`config.mk`:
```
export PLATFORM = sky130hd
export DESIGN_NAME = ptc_pulse_capture
export DESIGN_NICKNAME = d
export VERILOG_FILES = /design/src/design/ptc_pkg.sv /design/src/design/ptc_pin_edge.sv /design/src/design/ptc_pulse_capture.sv
export SDC_FILE = /design/constraint.sdc
export NUM_CORES = 1
export LEC_CHECK = 0
export CAP_MARGIN = 0
export CORE_MARGIN = 4
export CORE_UTILIZATION = 64
export DETAILED_ROUTE_END_ITERATION = 6
export DONT_BUFFER_PORTS = 1
export PLACE_DENSITY = 0.8
export RECOVER_POWER = 50
export SLEW_MARGIN = 30
export SYNTH_ARGS = -nofsm -noshare
export SYNTH_HDL_FRONTEND = slang
export SYNTH_SLANG_ARGS = --single-unit
```
`constraint.sdc`:
```
create_clock -name sys_clk -period 4.3 [get_ports sys_clk]
set_input_delay 0.215 -clock sys_clk [delete_from_list [all_inputs] [get_ports sys_clk]]
set_output_delay 0.215 -clock sys_clk [all_outputs]
set_load 0.05 [all_outputs]
```
`src/design/ptc_pkg.sv`:
```
package ptc_pkg;

  // Counter and register geometry.
  localparam int unsigned PTC_CNT_W   = 10;
  localparam int unsigned PTC_ADDR_W  = 8;
  localparam int unsigned PTC_DATA_W  = 32;
  localparam int unsigned PTC_CTRL_W  = 9;
  localparam int unsigned PTC_SYNC_N  = 2;

  // Register byte offsets on the APB word grid.
  localparam logic [PTC_ADDR_W-1:0] PTC_OFS_CTRL  = 8'h00;
  localparam logic [PTC_ADDR_W-1:0] PTC_OFS_CMPA  = 8'h04;
  localparam logic [PTC_ADDR_W-1:0] PTC_OFS_CMPP  = 8'h08;
  localparam logic [PTC_ADDR_W-1:0] PTC_OFS_COUNT = 8'h0c;

  // Reset values and the counter step.
  localparam logic [PTC_CNT_W-1:0]  PTC_CNT_RST  = 10'h000;
  localparam logic [PTC_CNT_W-1:0]  PTC_CNT_STEP = 10'h001;
  localparam logic [PTC_DATA_W-1:0] PTC_RD_ZERO  = 32'h0000_0000;

  // Index of each pin in the synchroniser bank.
  localparam int unsigned PTC_PIN_TP  = 0;
  localparam int unsigned PTC_PIN_TCK = 1;

  // Operating modes carried by the two mode select bits.
  typedef enum logic [1:0] {
    PTC_MODE_CMP = 2'b00,
    PTC_MODE_CAP = 2'b01,
    PTC_MODE_SP  = 2'b10,
    PTC_MODE_TC  = 2'b11
  } ptc_mode_t;

  // Capture edge choices carried by the pin function bits.
  typedef enum logic [1:0] {
    PTC_EDGE_RISE = 2'b00,
    PTC_EDGE_FALL = 2'b01,
    PTC_EDGE_BOTH = 2'b10,
    PTC_EDGE_NONE = 2'b11
  } ptc_edge_t;

  // Control register layout, bit 0 is run_bit.
  typedef struct packed {
    logic counter_clear_select;   // Bit 8.
    logic capture_source_select;  // Bit 7.
    logic output_polarity;        // Bit 6.
    logic output_level_control;   // Bit 5.
    logic pin_func_hi;            // Bit 4.
    logic pin_func_lo;            // Bit 3.
    logic mode_sel_hi;            // Bit 2.
    logic mode_sel_lo;            // Bit 1.
    logic run_bit;                // Bit 0.
  } ptc_ctrl_t;

  localparam ptc_ctrl_t PTC_CTRL_RST = 9'h000;

  // Edge information of one synchronised pin.
  typedef struct packed {
    logic level;
    logic rise;
    logic fall;
  } ptc_pin_t;

endpackage

```
`src/design/ptc_pin_edge.sv`:
```
`timescale 1ns/100ps

// Two-stage synchroniser for one pin plus an edge detector behind it.
module ptc_pin_edge (
  input  wire logic         sys_clk,  // System clock.
  input  wire logic         rst_b,    // Asynchronous reset, active low.
  input  wire logic         clk_en,   // Freezes all state while low.
  input  wire logic         pin,      // Raw pin level, asynchronous.
  output ptc_pkg::ptc_pin_t edge_o    // Synchronised level and edges.
);

  logic [ptc_pkg::PTC_SYNC_N-1:0] sync;
  logic                           last;

  // Only the second stage feeds the detector; the first is left alone.
  always_ff @(posedge sys_clk or negedge rst_b) begin
    if (!rst_b) begin
      sync <= '0;
      last <= 1'b0;
    end else if (clk_en) begin
      sync <= {sync[0], pin};
      last <= sync[ptc_pkg::PTC_SYNC_N-1];
    end
  end

  // Edges are one-cycle pulses against the previous synchronised level.
  assign edge_o.level = sync[ptc_pkg::PTC_SYNC_N-1];
  assign edge_o.rise  = sync[ptc_pkg::PTC_SYNC_N-1] & ~last;
  assign edge_o.fall  = ~sync[ptc_pkg::PTC_SYNC_N-1] & last;

endmodule

```
`src/design/ptc_pulse_capture.sv`:
```
`timescale 1ns/100ps

module ptc_pulse_capture (
  input  wire logic                            sys_clk,               // 200 MHz clock.
  input  wire logic                            rst_b,                 // Async reset, low.
  input  wire logic                            clk_en,                // Freezes state when low.
  input  wire logic                            psel,                  // APB select.
  input  wire logic                            penable,               // APB enable.
  input  wire logic                            pwrite,                // APB direction.
  input  wire logic [ptc_pkg::PTC_ADDR_W-1:0]  paddr,                 // APB byte address.
  input  wire logic [ptc_pkg::PTC_DATA_W-1:0]  pwdata,                // APB write data.
  output logic      [ptc_pkg::PTC_DATA_W-1:0]  prdata,                // APB read data.
  output logic                                 pready,                // APB ready.
  output logic                                 pslverr,               // APB error.
  input  wire logic                            timer_clock_pin,       // Clock pin input.
  input  wire logic                            timer_output_pin_in,   // Output pin, read back.
  output logic                                 timer_output_pin_out,  // Output pin drive.
  output logic                                 timer_output_pin_oe_b, // Low while driving.
  output logic                                 timer_irq              // Interrupt request.
);

  //////////////////////////////////////////////////////////////////////////////
  // Declarations.

  ptc_pkg::ptc_ctrl_t                ctrl;
  logic [ptc_pkg::PTC_CNT_W-1:0]     compare_a_value;
  logic [ptc_pkg::PTC_CNT_W-1:0]     period_compare_value;
  logic [ptc_pkg::PTC_CNT_W-1:0]     count;
  logic                              run_q;

  ptc_pkg::ptc_ctrl_t                next_ctrl;
  logic [ptc_pkg::PTC_CNT_W-1:0]     next_compare_a_value;
  logic [ptc_pkg::PTC_CNT_W-1:0]     next_count;
  logic                              next_irq;
  logic                              next_pin_out;
  logic                              next_pin_oe_b;
  logic [ptc_pkg::PTC_DATA_W-1:0]    next_prdata;

  ptc_pkg::ptc_pin_t                 pin_edge [2];
  logic [1:0]                        raw_pins;

  //////////////////////////////////////////////////////////////////////////////
  // Address decoding.

  // Word hit test; shared by the write strobes and the read mux.
  function automatic logic reg_hit(
    input logic [ptc_pkg::PTC_ADDR_W-1:0] addr,
    input logic [ptc_pkg::PTC_ADDR_W-1:0] ofs
  );
    reg_hit = (addr == ofs);
  endfunction

  wire hit_ctrl  = reg_hit(paddr, ptc_pkg::PTC_OFS_CTRL);
  wire hit_cmpa  = reg_hit(paddr, ptc_pkg::PTC_OFS_CMPA);
  wire hit_cmpp  = reg_hit(paddr, ptc_pkg::PTC_OFS_CMPP);
  wire hit_count = reg_hit(paddr, ptc_pkg::PTC_OFS_COUNT);
  wire hit_any   = hit_ctrl | hit_cmpa | hit_cmpp | hit_count;

  // The slave answers with no wait state unless the clock enable is low,
  // which stretches the access so that no write is lost while frozen.
  wire apb_setup  = psel & ~penable & clk_en;
  wire apb_access = psel & penable & clk_en;
  wire apb_write  = apb_access & pwrite & hit_any;

  wire wr_ctrl = apb_write & hit_ctrl;
  wire wr_cmpa = apb_write & hit_cmpa;
  wire wr_cmpp = apb_write & hit_cmpp;

  assign pready  = clk_en;
  assign pslverr = psel & penable & ~hit_any;

  //////////////////////////////////////////////////////////////////////////////
  // Pin synchronisers.

  assign raw_pins[ptc_pkg::PTC_PIN_TP]  = timer_output_pin_in;
  assign raw_pins[ptc_pkg::PTC_PIN_TCK] = timer_clock_pin;

  // The output pin is sampled back even while this block drives it.
  for (genvar gi = 0; gi < 2; gi++) begin : g_pin
    ptc_pin_edge u_edge (
      .sys_clk (sys_clk),
      .rst_b   (rst_b),
      .clk_en  (clk_en),
      .pin     (raw_pins[gi]),
      .edge_o  (pin_edge[gi])
    );
  end

  //////////////////////////////////////////////////////////////////////////////
  // Mode and counter decoding.

  wire ptc_pkg::ptc_mode_t mode = ptc_pkg::ptc_mode_t'({ctrl.mode_sel_hi, ctrl.mode_sel_lo});
  wire ptc_pkg::ptc_edge_t edge_sel = ptc_pkg::ptc_edge_t'({ctrl.pin_func_hi, ctrl.pin_func_lo});

  wire sp_mode  = (mode == ptc_pkg::PTC_MODE_SP);
  wire cap_mode = (mode == ptc_pkg::PTC_MODE_CAP);
  wire our_mode = sp_mode | cap_mode;

  // A run bit rising edge is seen in the first cycle the register holds the new bit; counting starts one cycle later.
  wire run_rise = ctrl.run_bit & ~run_q;
  wire counting = ctrl.run_bit & run_q & our_mode;

  wire [ptc_pkg::PTC_CNT_W-1:0] count_inc = count + ptc_pkg::PTC_CNT_STEP;

  // A zero period never equals an incremented value below the wrap, so the
  // ten-bit counter passes all 1024 states and clears as it wraps.
  wire period_match = cap_mode & counting
                    & (count_inc == period_compare_value);

  // Single pulse compares only against compare A; the period register and
  // the counter clear select take no part here.
  wire match_a = sp_mode & counting & (count == compare_a_value);

  // The clock pin rising edge is taken as its active edge.
  wire tck_trigger = sp_mode & pin_edge[ptc_pkg::PTC_PIN_TCK].rise;

  //////////////////////////////////////////////////////////////////////////////
  // Capture edge selection.

  // Source select 0 takes the output pin, 1 the clock pin.
  wire ptc_pkg::ptc_pin_t cap_src = ctrl.capture_source_select
                                  ? pin_edge[ptc_pkg::PTC_PIN_TCK]
                                  : pin_edge[ptc_pkg::PTC_PIN_TP];

  logic cap_edge;

  // Pin function 11 suppresses captures without stopping the counter.
  always_comb begin
    unique case (edge_sel)
      ptc_pkg::PTC_EDGE_RISE: cap_edge = cap_src.rise;
      ptc_pkg::PTC_EDGE_FALL: cap_edge = cap_src.fall;
      ptc_pkg::PTC_EDGE_BOTH: cap_edge = cap_src.rise | cap_src.fall;
      ptc_pkg::PTC_EDGE_NONE: cap_edge = 1'b0;
    endcase
  end

  // Captures work whether or not the counter is running.
  wire cap_hit = cap_mode & cap_edge;

  //////////////////////////////////////////////////////////////////////////////
  // Next-state logic.

  // Software write wins over the hardware clear, which wins over the pin
  // set; the clear and the set together would otherwise hide the edge.
  always_comb begin
    next_ctrl = ctrl;
    if (wr_ctrl) begin
      next_ctrl = ptc_pkg::ptc_ctrl_t'(pwdata[ptc_pkg::PTC_CTRL_W-1:0]);
    end else if (match_a) begin
      next_ctrl.run_bit = 1'b0;
    end else if (tck_trigger) begin
      next_ctrl.run_bit = 1'b1;
    end
  end

  // A capture in the same cycle as a software write keeps the captured
  // value, since losing a hardware event is worse than losing a write.
  always_comb begin
    next_compare_a_value = compare_a_value;
    if (cap_hit) begin
      next_compare_a_value = count;
    end else if (wr_cmpa) begin
      next_compare_a_value = pwdata[ptc_pkg::PTC_CNT_W-1:0];
    end
  end

  // Counter zeroes on the run rising edge, runs while the run bit stays
  // high and holds its value once the run bit has fallen.
  always_comb begin
    next_count = count;
    if (our_mode && run_rise) begin
      next_count = ptc_pkg::PTC_CNT_RST;
    end else if (period_match) begin
      next_count = ptc_pkg::PTC_CNT_RST;
    end else if (counting) begin
      next_count = count_inc;
    end
  end

  // One interrupt pulse per cycle with a match or capture event; a period match and a capture together give one.
  assign next_irq = match_a | period_match | cap_hit;

  //////////////////////////////////////////////////////////////////////////////
  // Output pin.

  // The pulse follows the run bit, so any clear of it ends the pulse. In
  // capture mode the pin is released and the level bits have no effect.
  wire pulse_active = sp_mode & ctrl.run_bit;
  wire pulse_level  = ctrl.output_level_control
                    ? pulse_active
                    : ~pulse_active;

  assign next_pin_out  = sp_mode & (pulse_level ^ ctrl.output_polarity);
  assign next_pin_oe_b = ~sp_mode;

  //////////////////////////////////////////////////////////////////////////////
  // Read data.

  // Read data is loaded during the setup phase so it is a flip-flop output
  // by the access phase; the counter value is one cycle old as a result.
  always_comb begin
    next_prdata = prdata;
    if (apb_setup) begin
      next_prdata = ptc_pkg::PTC_RD_ZERO;
      if (hit_ctrl) begin
        next_prdata = ptc_pkg::PTC_DATA_W'(ctrl);
      end else if (hit_cmpa) begin
        next_prdata = ptc_pkg::PTC_DATA_W'(compare_a_value);
      end else if (hit_cmpp) begin
        next_prdata = ptc_pkg::PTC_DATA_W'(period_compare_value);
      end else if (hit_count) begin
        next_prdata = ptc_pkg::PTC_DATA_W'(count);
      end
    end
  end

  //////////////////////////////////////////////////////////////////////////////
  // Registers.

  // Control, compare values and counter.
  always_ff @(posedge sys_clk or negedge rst_b) begin
    if (!rst_b) begin
      ctrl                 <= ptc_pkg::PTC_CTRL_RST;
      compare_a_value      <= ptc_pkg::PTC_CNT_RST;
      period_compare_value <= ptc_pkg::PTC_CNT_RST;
      count                <= ptc_pkg::PTC_CNT_RST;
      run_q                <= 1'b0;
    end else if (clk_en) begin
      ctrl            <= next_ctrl;
      compare_a_value <= next_compare_a_value;
      count           <= next_count;
      run_q           <= ctrl.run_bit;
      if (wr_cmpp) begin
        period_compare_value <= pwdata[ptc_pkg::PTC_CNT_W-1:0];
      end
    end
  end

  // Outputs towards pins, interrupt and bus.
  always_ff @(posedge sys_clk or negedge rst_b) begin
    if (!rst_b) begin
      timer_output_pin_out  <= 1'b0;
      timer_output_pin_oe_b <= 1'b1;
      timer_irq             <= 1'b0;
      prdata                <= ptc_pkg::PTC_RD_ZERO;
    end else if (clk_en) begin
      timer_output_pin_out  <= next_pin_out;
      timer_output_pin_oe_b <= next_pin_oe_b;
      timer_irq             <= next_irq;
      prdata                <= next_prdata;
    end
  end

endmodule

```
-- After elaboration in Yosys (flattened, before gate mapping)
Cells that the tools add are included.
- eq/ne operators: 10
- reduce and logical (&&, ||, !) cells: 12
- $add $sub $neg: 1
- bitwise operators: 42
- multiplexer cells: 15
- operators with widths (kind ; number):
    $mux W10 ; 9
    $and A1 B1 Y1 ; 25
    $eq A10 B10 Y1 ; 2
    $eq A8 B4 Y1 const B ; 2
    $reduce_and A2 Y1 ; 6
    $add A10 B1 Y10 const B ; 1
    $not A1 Y1 ; 9
    $eq A8 B3 Y1 const B ; 1
    $logic_not A8 Y1 ; 1
    $or A1 B1 Y1 ; 7
    $eq A2 B2 Y1 const B ; 3
    $reduce_bool A3 Y1 ; 2
    $eq A2 B1 Y1 const B ; 2
    $mux W1 ; 4
    $pmux W1 S4 ; 1
    $logic_not A2 Y1 ; 1
    $mux W2 ; 1
    $reduce_bool A2 Y1 ; 1
    $logic_and A1 B1 Y1 ; 1
    $xor A1 B1 Y1 ; 1
- flip-flop bits (word level): 81
- output and inout port bits: 37
- input port bits: 48

-- Longest topological paths before layout
- word-level depth: 8
- gate-level depth with buffers: 9

-- By module
Synthesis repeated with hierarchy kept, for this count alone.
- cell total of the unflattened synthesis: 385
- area, all modules: 3637.2 µm²
- modules (own cells, without submodules) (module ; times used ; cells an instance ; area an instance (µm²)):
    ptc_pulse_capture ; 1 ; 367 ; 3379.5
    ptc_pin_edge ; 2 ; 9 ; 128.9

-- Worst setup path after synthesis
OpenSTA, ideal clock, no wires.
- path kind: reg2reg
- start point: reg count[0] in the netlist's numbering
- end point: reg count[1] in the netlist's numbering
- path slack: 2.260 ns
- buffers on the path: 2
- data required time: 4.157 ns
- cell stages (with the launch flop): 9
- data arrival time: 1.897 ns
- cell sequence: dfrtp_1 -> ha_1 -> buf_2 -> a211o_1 -> a211oi_1 -> nor3_2 -> nor4_2 -> buf_4 -> o221ai_2
- longest elaborated chain between the ends: 5
- elaborated cells on any way between the ends: 8
- those cells by class: add/sub (1); eq/ne (1); mux (3); bitwise (1); reduce/logical (2)
- ends and longest elaborated chain (item ; line ; source):
    from (decl) ; ptc_pulse_capture.sv:28 ; logic [ptc_pkg::PTC_CNT_W-1:0] count;
    from (signal assigned) ; ptc_pulse_capture.sv:226 ; count <= ptc_pkg::PTC_CNT_RST;
    from (signal assigned) ; ptc_pulse_capture.sv:231 ; count <= next_count;
    $add A10 B1 Y10 (*) ; ptc_pulse_capture.sv:103 ; wire [ptc_pkg::PTC_CNT_W-1:0] count_inc = count + ptc_pkg::PTC_CNT_STEP;
    $eq A10 B10 Y1 ; ptc_pulse_capture.sv:108 ; & (count_inc == period_compare_value);
    $and A1 B1 Y1 ; ptc_pulse_capture.sv:108 ;
    $reduce_bool A3 Y1 (no line) or $mux W10 (tied branches) ; -- ;
    $reduce_and A2 Y1 (no line) or $mux W10 (tied branches) ; -- ;
Every way passes the cells marked *; elsewhere a longest branch is shown, timed or not. The select of a mux whose other input is x is not followed.
A chain may end at the register's enable or synchronous reset.

-- Final worst setup path
- start point: reg count[0] in the netlist's numbering
- end point: reg count[8] in the netlist's numbering
Same word-level chain as after synthesis.

==> metrics.md <==
| Metric | Value |
|---|---|
| Status | complete, no violations |
| PortBufs | 0 |
| Initial core utilization | 0.661 |
| Hold buffer count at CTS | 3 |
| Ys async rst share | 1.00 |
| RSZ-0062 raised after global routing | false |
| Slowest-stage cell, CP | nor4_4 |
| Post-DP HPWL | around 5.5 mm |
| Biggest area consumer among synthesized cells | dfrtp_1 |
| Util after Layout | 0.693 |
| Clock share of power | 0.442 |
| CP Max Fanout | 11 |
| Maximum single-stage delay on the critical path | ~680 ps |
| Commonest cells after routing, fill and taps aside | dfrtp_1 (58), mux2_2 (24), mux2i_1 (22), conb_1 (22), nand2_1 (20) |
| Drt wl/cell | 19.2 µm |
| Mapped cell area | 0.00364 mm² |
| Post-layout min period | ~2800 ps |
| Crit share post-route | 0.642 |
| Commonest non-fill, non-tap cell in the layout | dfrtp_1 |
| Vias/cell | between 6 and 7 |
| Die footprint | slightly below 0.007 mm² |
| Hold depth | 2 |
| CP Buf/Inv Count | 0 |
| Htree depth | 3 |
| Net switching power | roughly 0.31 mW |
| Most frequent CP cell | nand3_1 |
| Post-cts resize count | 0 |
| Slew margin rel. | 0.410 |
| Syn_area_per_cell | between 10 and 15 µm² |
| Synth warn | 0 |
| Largest net degree at the start of global routing | 60 |
| RePlAce Congestion | 0.913 |
| WHS | about 15 ps |
| Num ports | 85 |
| Nets | ~400 |
| Pre-antenna DRT Iters | 4 |
| Max Slew Vio Count | 0 |
| Crit. End Element | flop |
| Seq pwr share | 0.474 |
| First-pass GRT wire length | between 10 and 15 mm |
| Crit-path cells | ha_1, nand3_1, nor2_1, xnor2_1, nand3_1, nor4_4, o22ai_1 |
| # diodes | 0 |
| Cell variety after synth | 53 |
| Number of synthesized register bits | a little under 60 |
| Hold crit path type | input port to flop |
| Clock sink total | between 50 and 60 |
| Via count | between 2000 and 3000 |
| FP Rows | 27 |
| Levels on crit path | 7 |
| Final hold violations | 0 |
| Power Density | 327 mW/mm² |
| Final Setup Violations | 0 |
| Ratio of cells with drive above 1 in the final layout | 0.154 |
| Setup TNS | 0 ps |
| Max cap viols | 0 |
| Setup bufs post-CTS | 0 |
| Syn Inst Count | 364 |
| EDFF count, synth | 0 |
| Worst-Margin Slew | 882 ps |
| Reg clk slew, reported paths | about 60 ps |
| Die H | between 80 and 90 µm |
| Filler Cells Inserted | 422 |
| Latest clock arrival within the worst-skew pair | 340 ps |
| Clock tree from TritonCTS | yes |
| Overall Global Routing Usage | 0.245 |
| Clk_skew | ~7.7 ps |
| Die Wd | between 80 and 90 µm |
| GRT Residual Overflow | 0 |
| Post-synth top flop | dfrtp_1 |
| Area share of the leading cell type in the synthesized netlist | 0.398 |
| IR drop worst, VDD | approximately 0.40 mV |
| Register-to-Register Path Depth | 7 |
| Vias in the first global route | roughly 2700 |
| Core area | about 0.0055 mm² |
| Top cells by area, synth | dfrtp_1 (40%), mux2_2 (7.4%), buf_4 (6.4%), mux2i_1 (6.0%), xnor2_1 (4.1%) |
| CTS Root Cell | clkbuf_8 |
| Kind of critical path | flop to flop |
| Max Fclk | roughly 360 MHz |
| Area growth syn-to-layout | 4.77% |
| Final Cell Area | about 0.0038 mm² |
| Sw Share | 0.251 |
| Worst Path Arrival | slightly below 3000 ps |
| Residual DRC count | 0 |
| Initial antenna violation count | 0 |
| Detailed Route WL | between 8 and 9 mm |
| Sequential area share after synthesis | 0.406 |
| LEAKAGE | roughly 1.8 nW |
| CP startpoint kind | flop |
| Post-route ant nets | 0 |
| P_int | just over 0.9 mW |
| Dpl cell area | roughly 0.0035 mm² |
| Crit-path leading delay family | simple AND/OR/NAND/NOR gates |
| TritonCTS buffer count | 9 |
| Bufs on Longest Clock Path | 2 |
| Starting DRT DRC Count | 164 |
| Logic pwr share | 0.084 |
| Worst EP required | roughly 4500 ps |
synth_stat cells, types with 2 or more instances:
cell type / instances
a211oi_1: 11
a21o_1: 10
a21oi_1: 10
a221oi_1: 11
a22oi_1: 2
and3_1: 5
buf_2: 8
buf_4: 31
clkbuf_1: 11
dfrtp_1: 58
ha_1: 3
inv_1: 16
mux2_2: 24
mux2i_1: 22
nand2_1: 20
nand3_1: 7
nand4_1: 5
nor2_1: 15
nor2b_1: 3
nor3_1: 7
nor3_2: 2
nor3b_1: 3
nor4_2: 2
o21ai_0: 12
o21ai_1: 6
o22ai_1: 8
xnor2_1: 17
xor2_1: 10
power groups by stage:
stage                     Clock [mW]  Combinational (mW)  Sequential [mW]
after floorplan                    0               0.106            0.596
after global placement             0              0.0836            0.601
after detailed placement           0              0.0856            0.602
after CTS                      0.561               0.104            0.591
after global routing           0.590               0.113            0.593
final                          0.552               0.105            0.591
worst register-to-register path, delay by kind of cell (launching register included):
kind	cells	cell delay [ps]
fa+ha+maj	1	450
compound gates	1	190
simple gates	4	1260
flops	1	550
xor+xnor	1	140
final cells by class:
type | instances | area (µm²) | area share
Tap cell | 72 | 90.1 | 0.0236
Clock inverter | 5 | 77.6 | 0.0203
Inverter | 16 | 60.1 | 0.0157
Sequential cell | 59 | 1480 | 0.387
Clock buffer | 10 | 138 | 0.0361
Multi-Input combinational cell | 259 | 1880 | 0.493
Timing Repair Buffer | 8 | 90.1 | 0.0236
cells by family after synthesis:
| group | synth area share |
|---|---|
| flops | 0.406 |
| xor+xnor | 0.0649 |
| compound gates | 0.148 |
| mux | 0.135 |
| fa+ha+maj | 0.0103 |
| buf+inv | 0.104 |
| other cells | 0.00103 |
| simple gates | 0.132 |
stage by stage:
stage	power (mW)	worst slack (ps)	instances
finish	1.25	1540	429
global route	1.30	1370	429
detailed placement	0.687	1590	409
global placement	0.685	1370	409
floorplan	0.702	2260	385
CTS	1.26	1590	427
path summary, 6_finish.rpt:
| kind | from | slack (ps) | to |
|---|---|---|---|
| min in group asynchronous | rst_b | 410 | period_compare_value[9] |
| hold / removal | clk_en | 10 | run_q |
| setup / recovery | count[0] | 1540 | count[8] |
| setup reg to reg | count[0] | 1540 | count[8] |
| max in group asynchronous | rst_b | 3570 | timer_output_pin_oe_b |
| hold reg to reg | g_pin[1].u_edge.sync[0] | 510 | g_pin[1].u_edge.sync[0] |
state kept, by name (all words and copies together), names as in the netlist:
signal                 flops
period_compare_value      10
prdata                    10
timer_output_pin_oe_b      1
timer_output_pin_out       1
timer_irq                  1
run_q                      1
count                     10
ctrl                       9
g_pin.u_edge.last          2
g_pin.u_edge.sync          4
compare_a_value           10
metal layers:
layer / global-route usage / part of all wire / wire [µm] / vias up
met4: 0.0848 / 0.012 / 96 / 0
met5: 0 / 0 / 0 / -
met2: 0.411 / 0.50 / 4150 / 103
met3: 0.0655 / 0.072 / 593 / 10
met1: 0.307 / 0.41 / 3390 / 1351
li1: - / - / - / 1238
No activity file was read; power rests on OpenSTA's default activity.
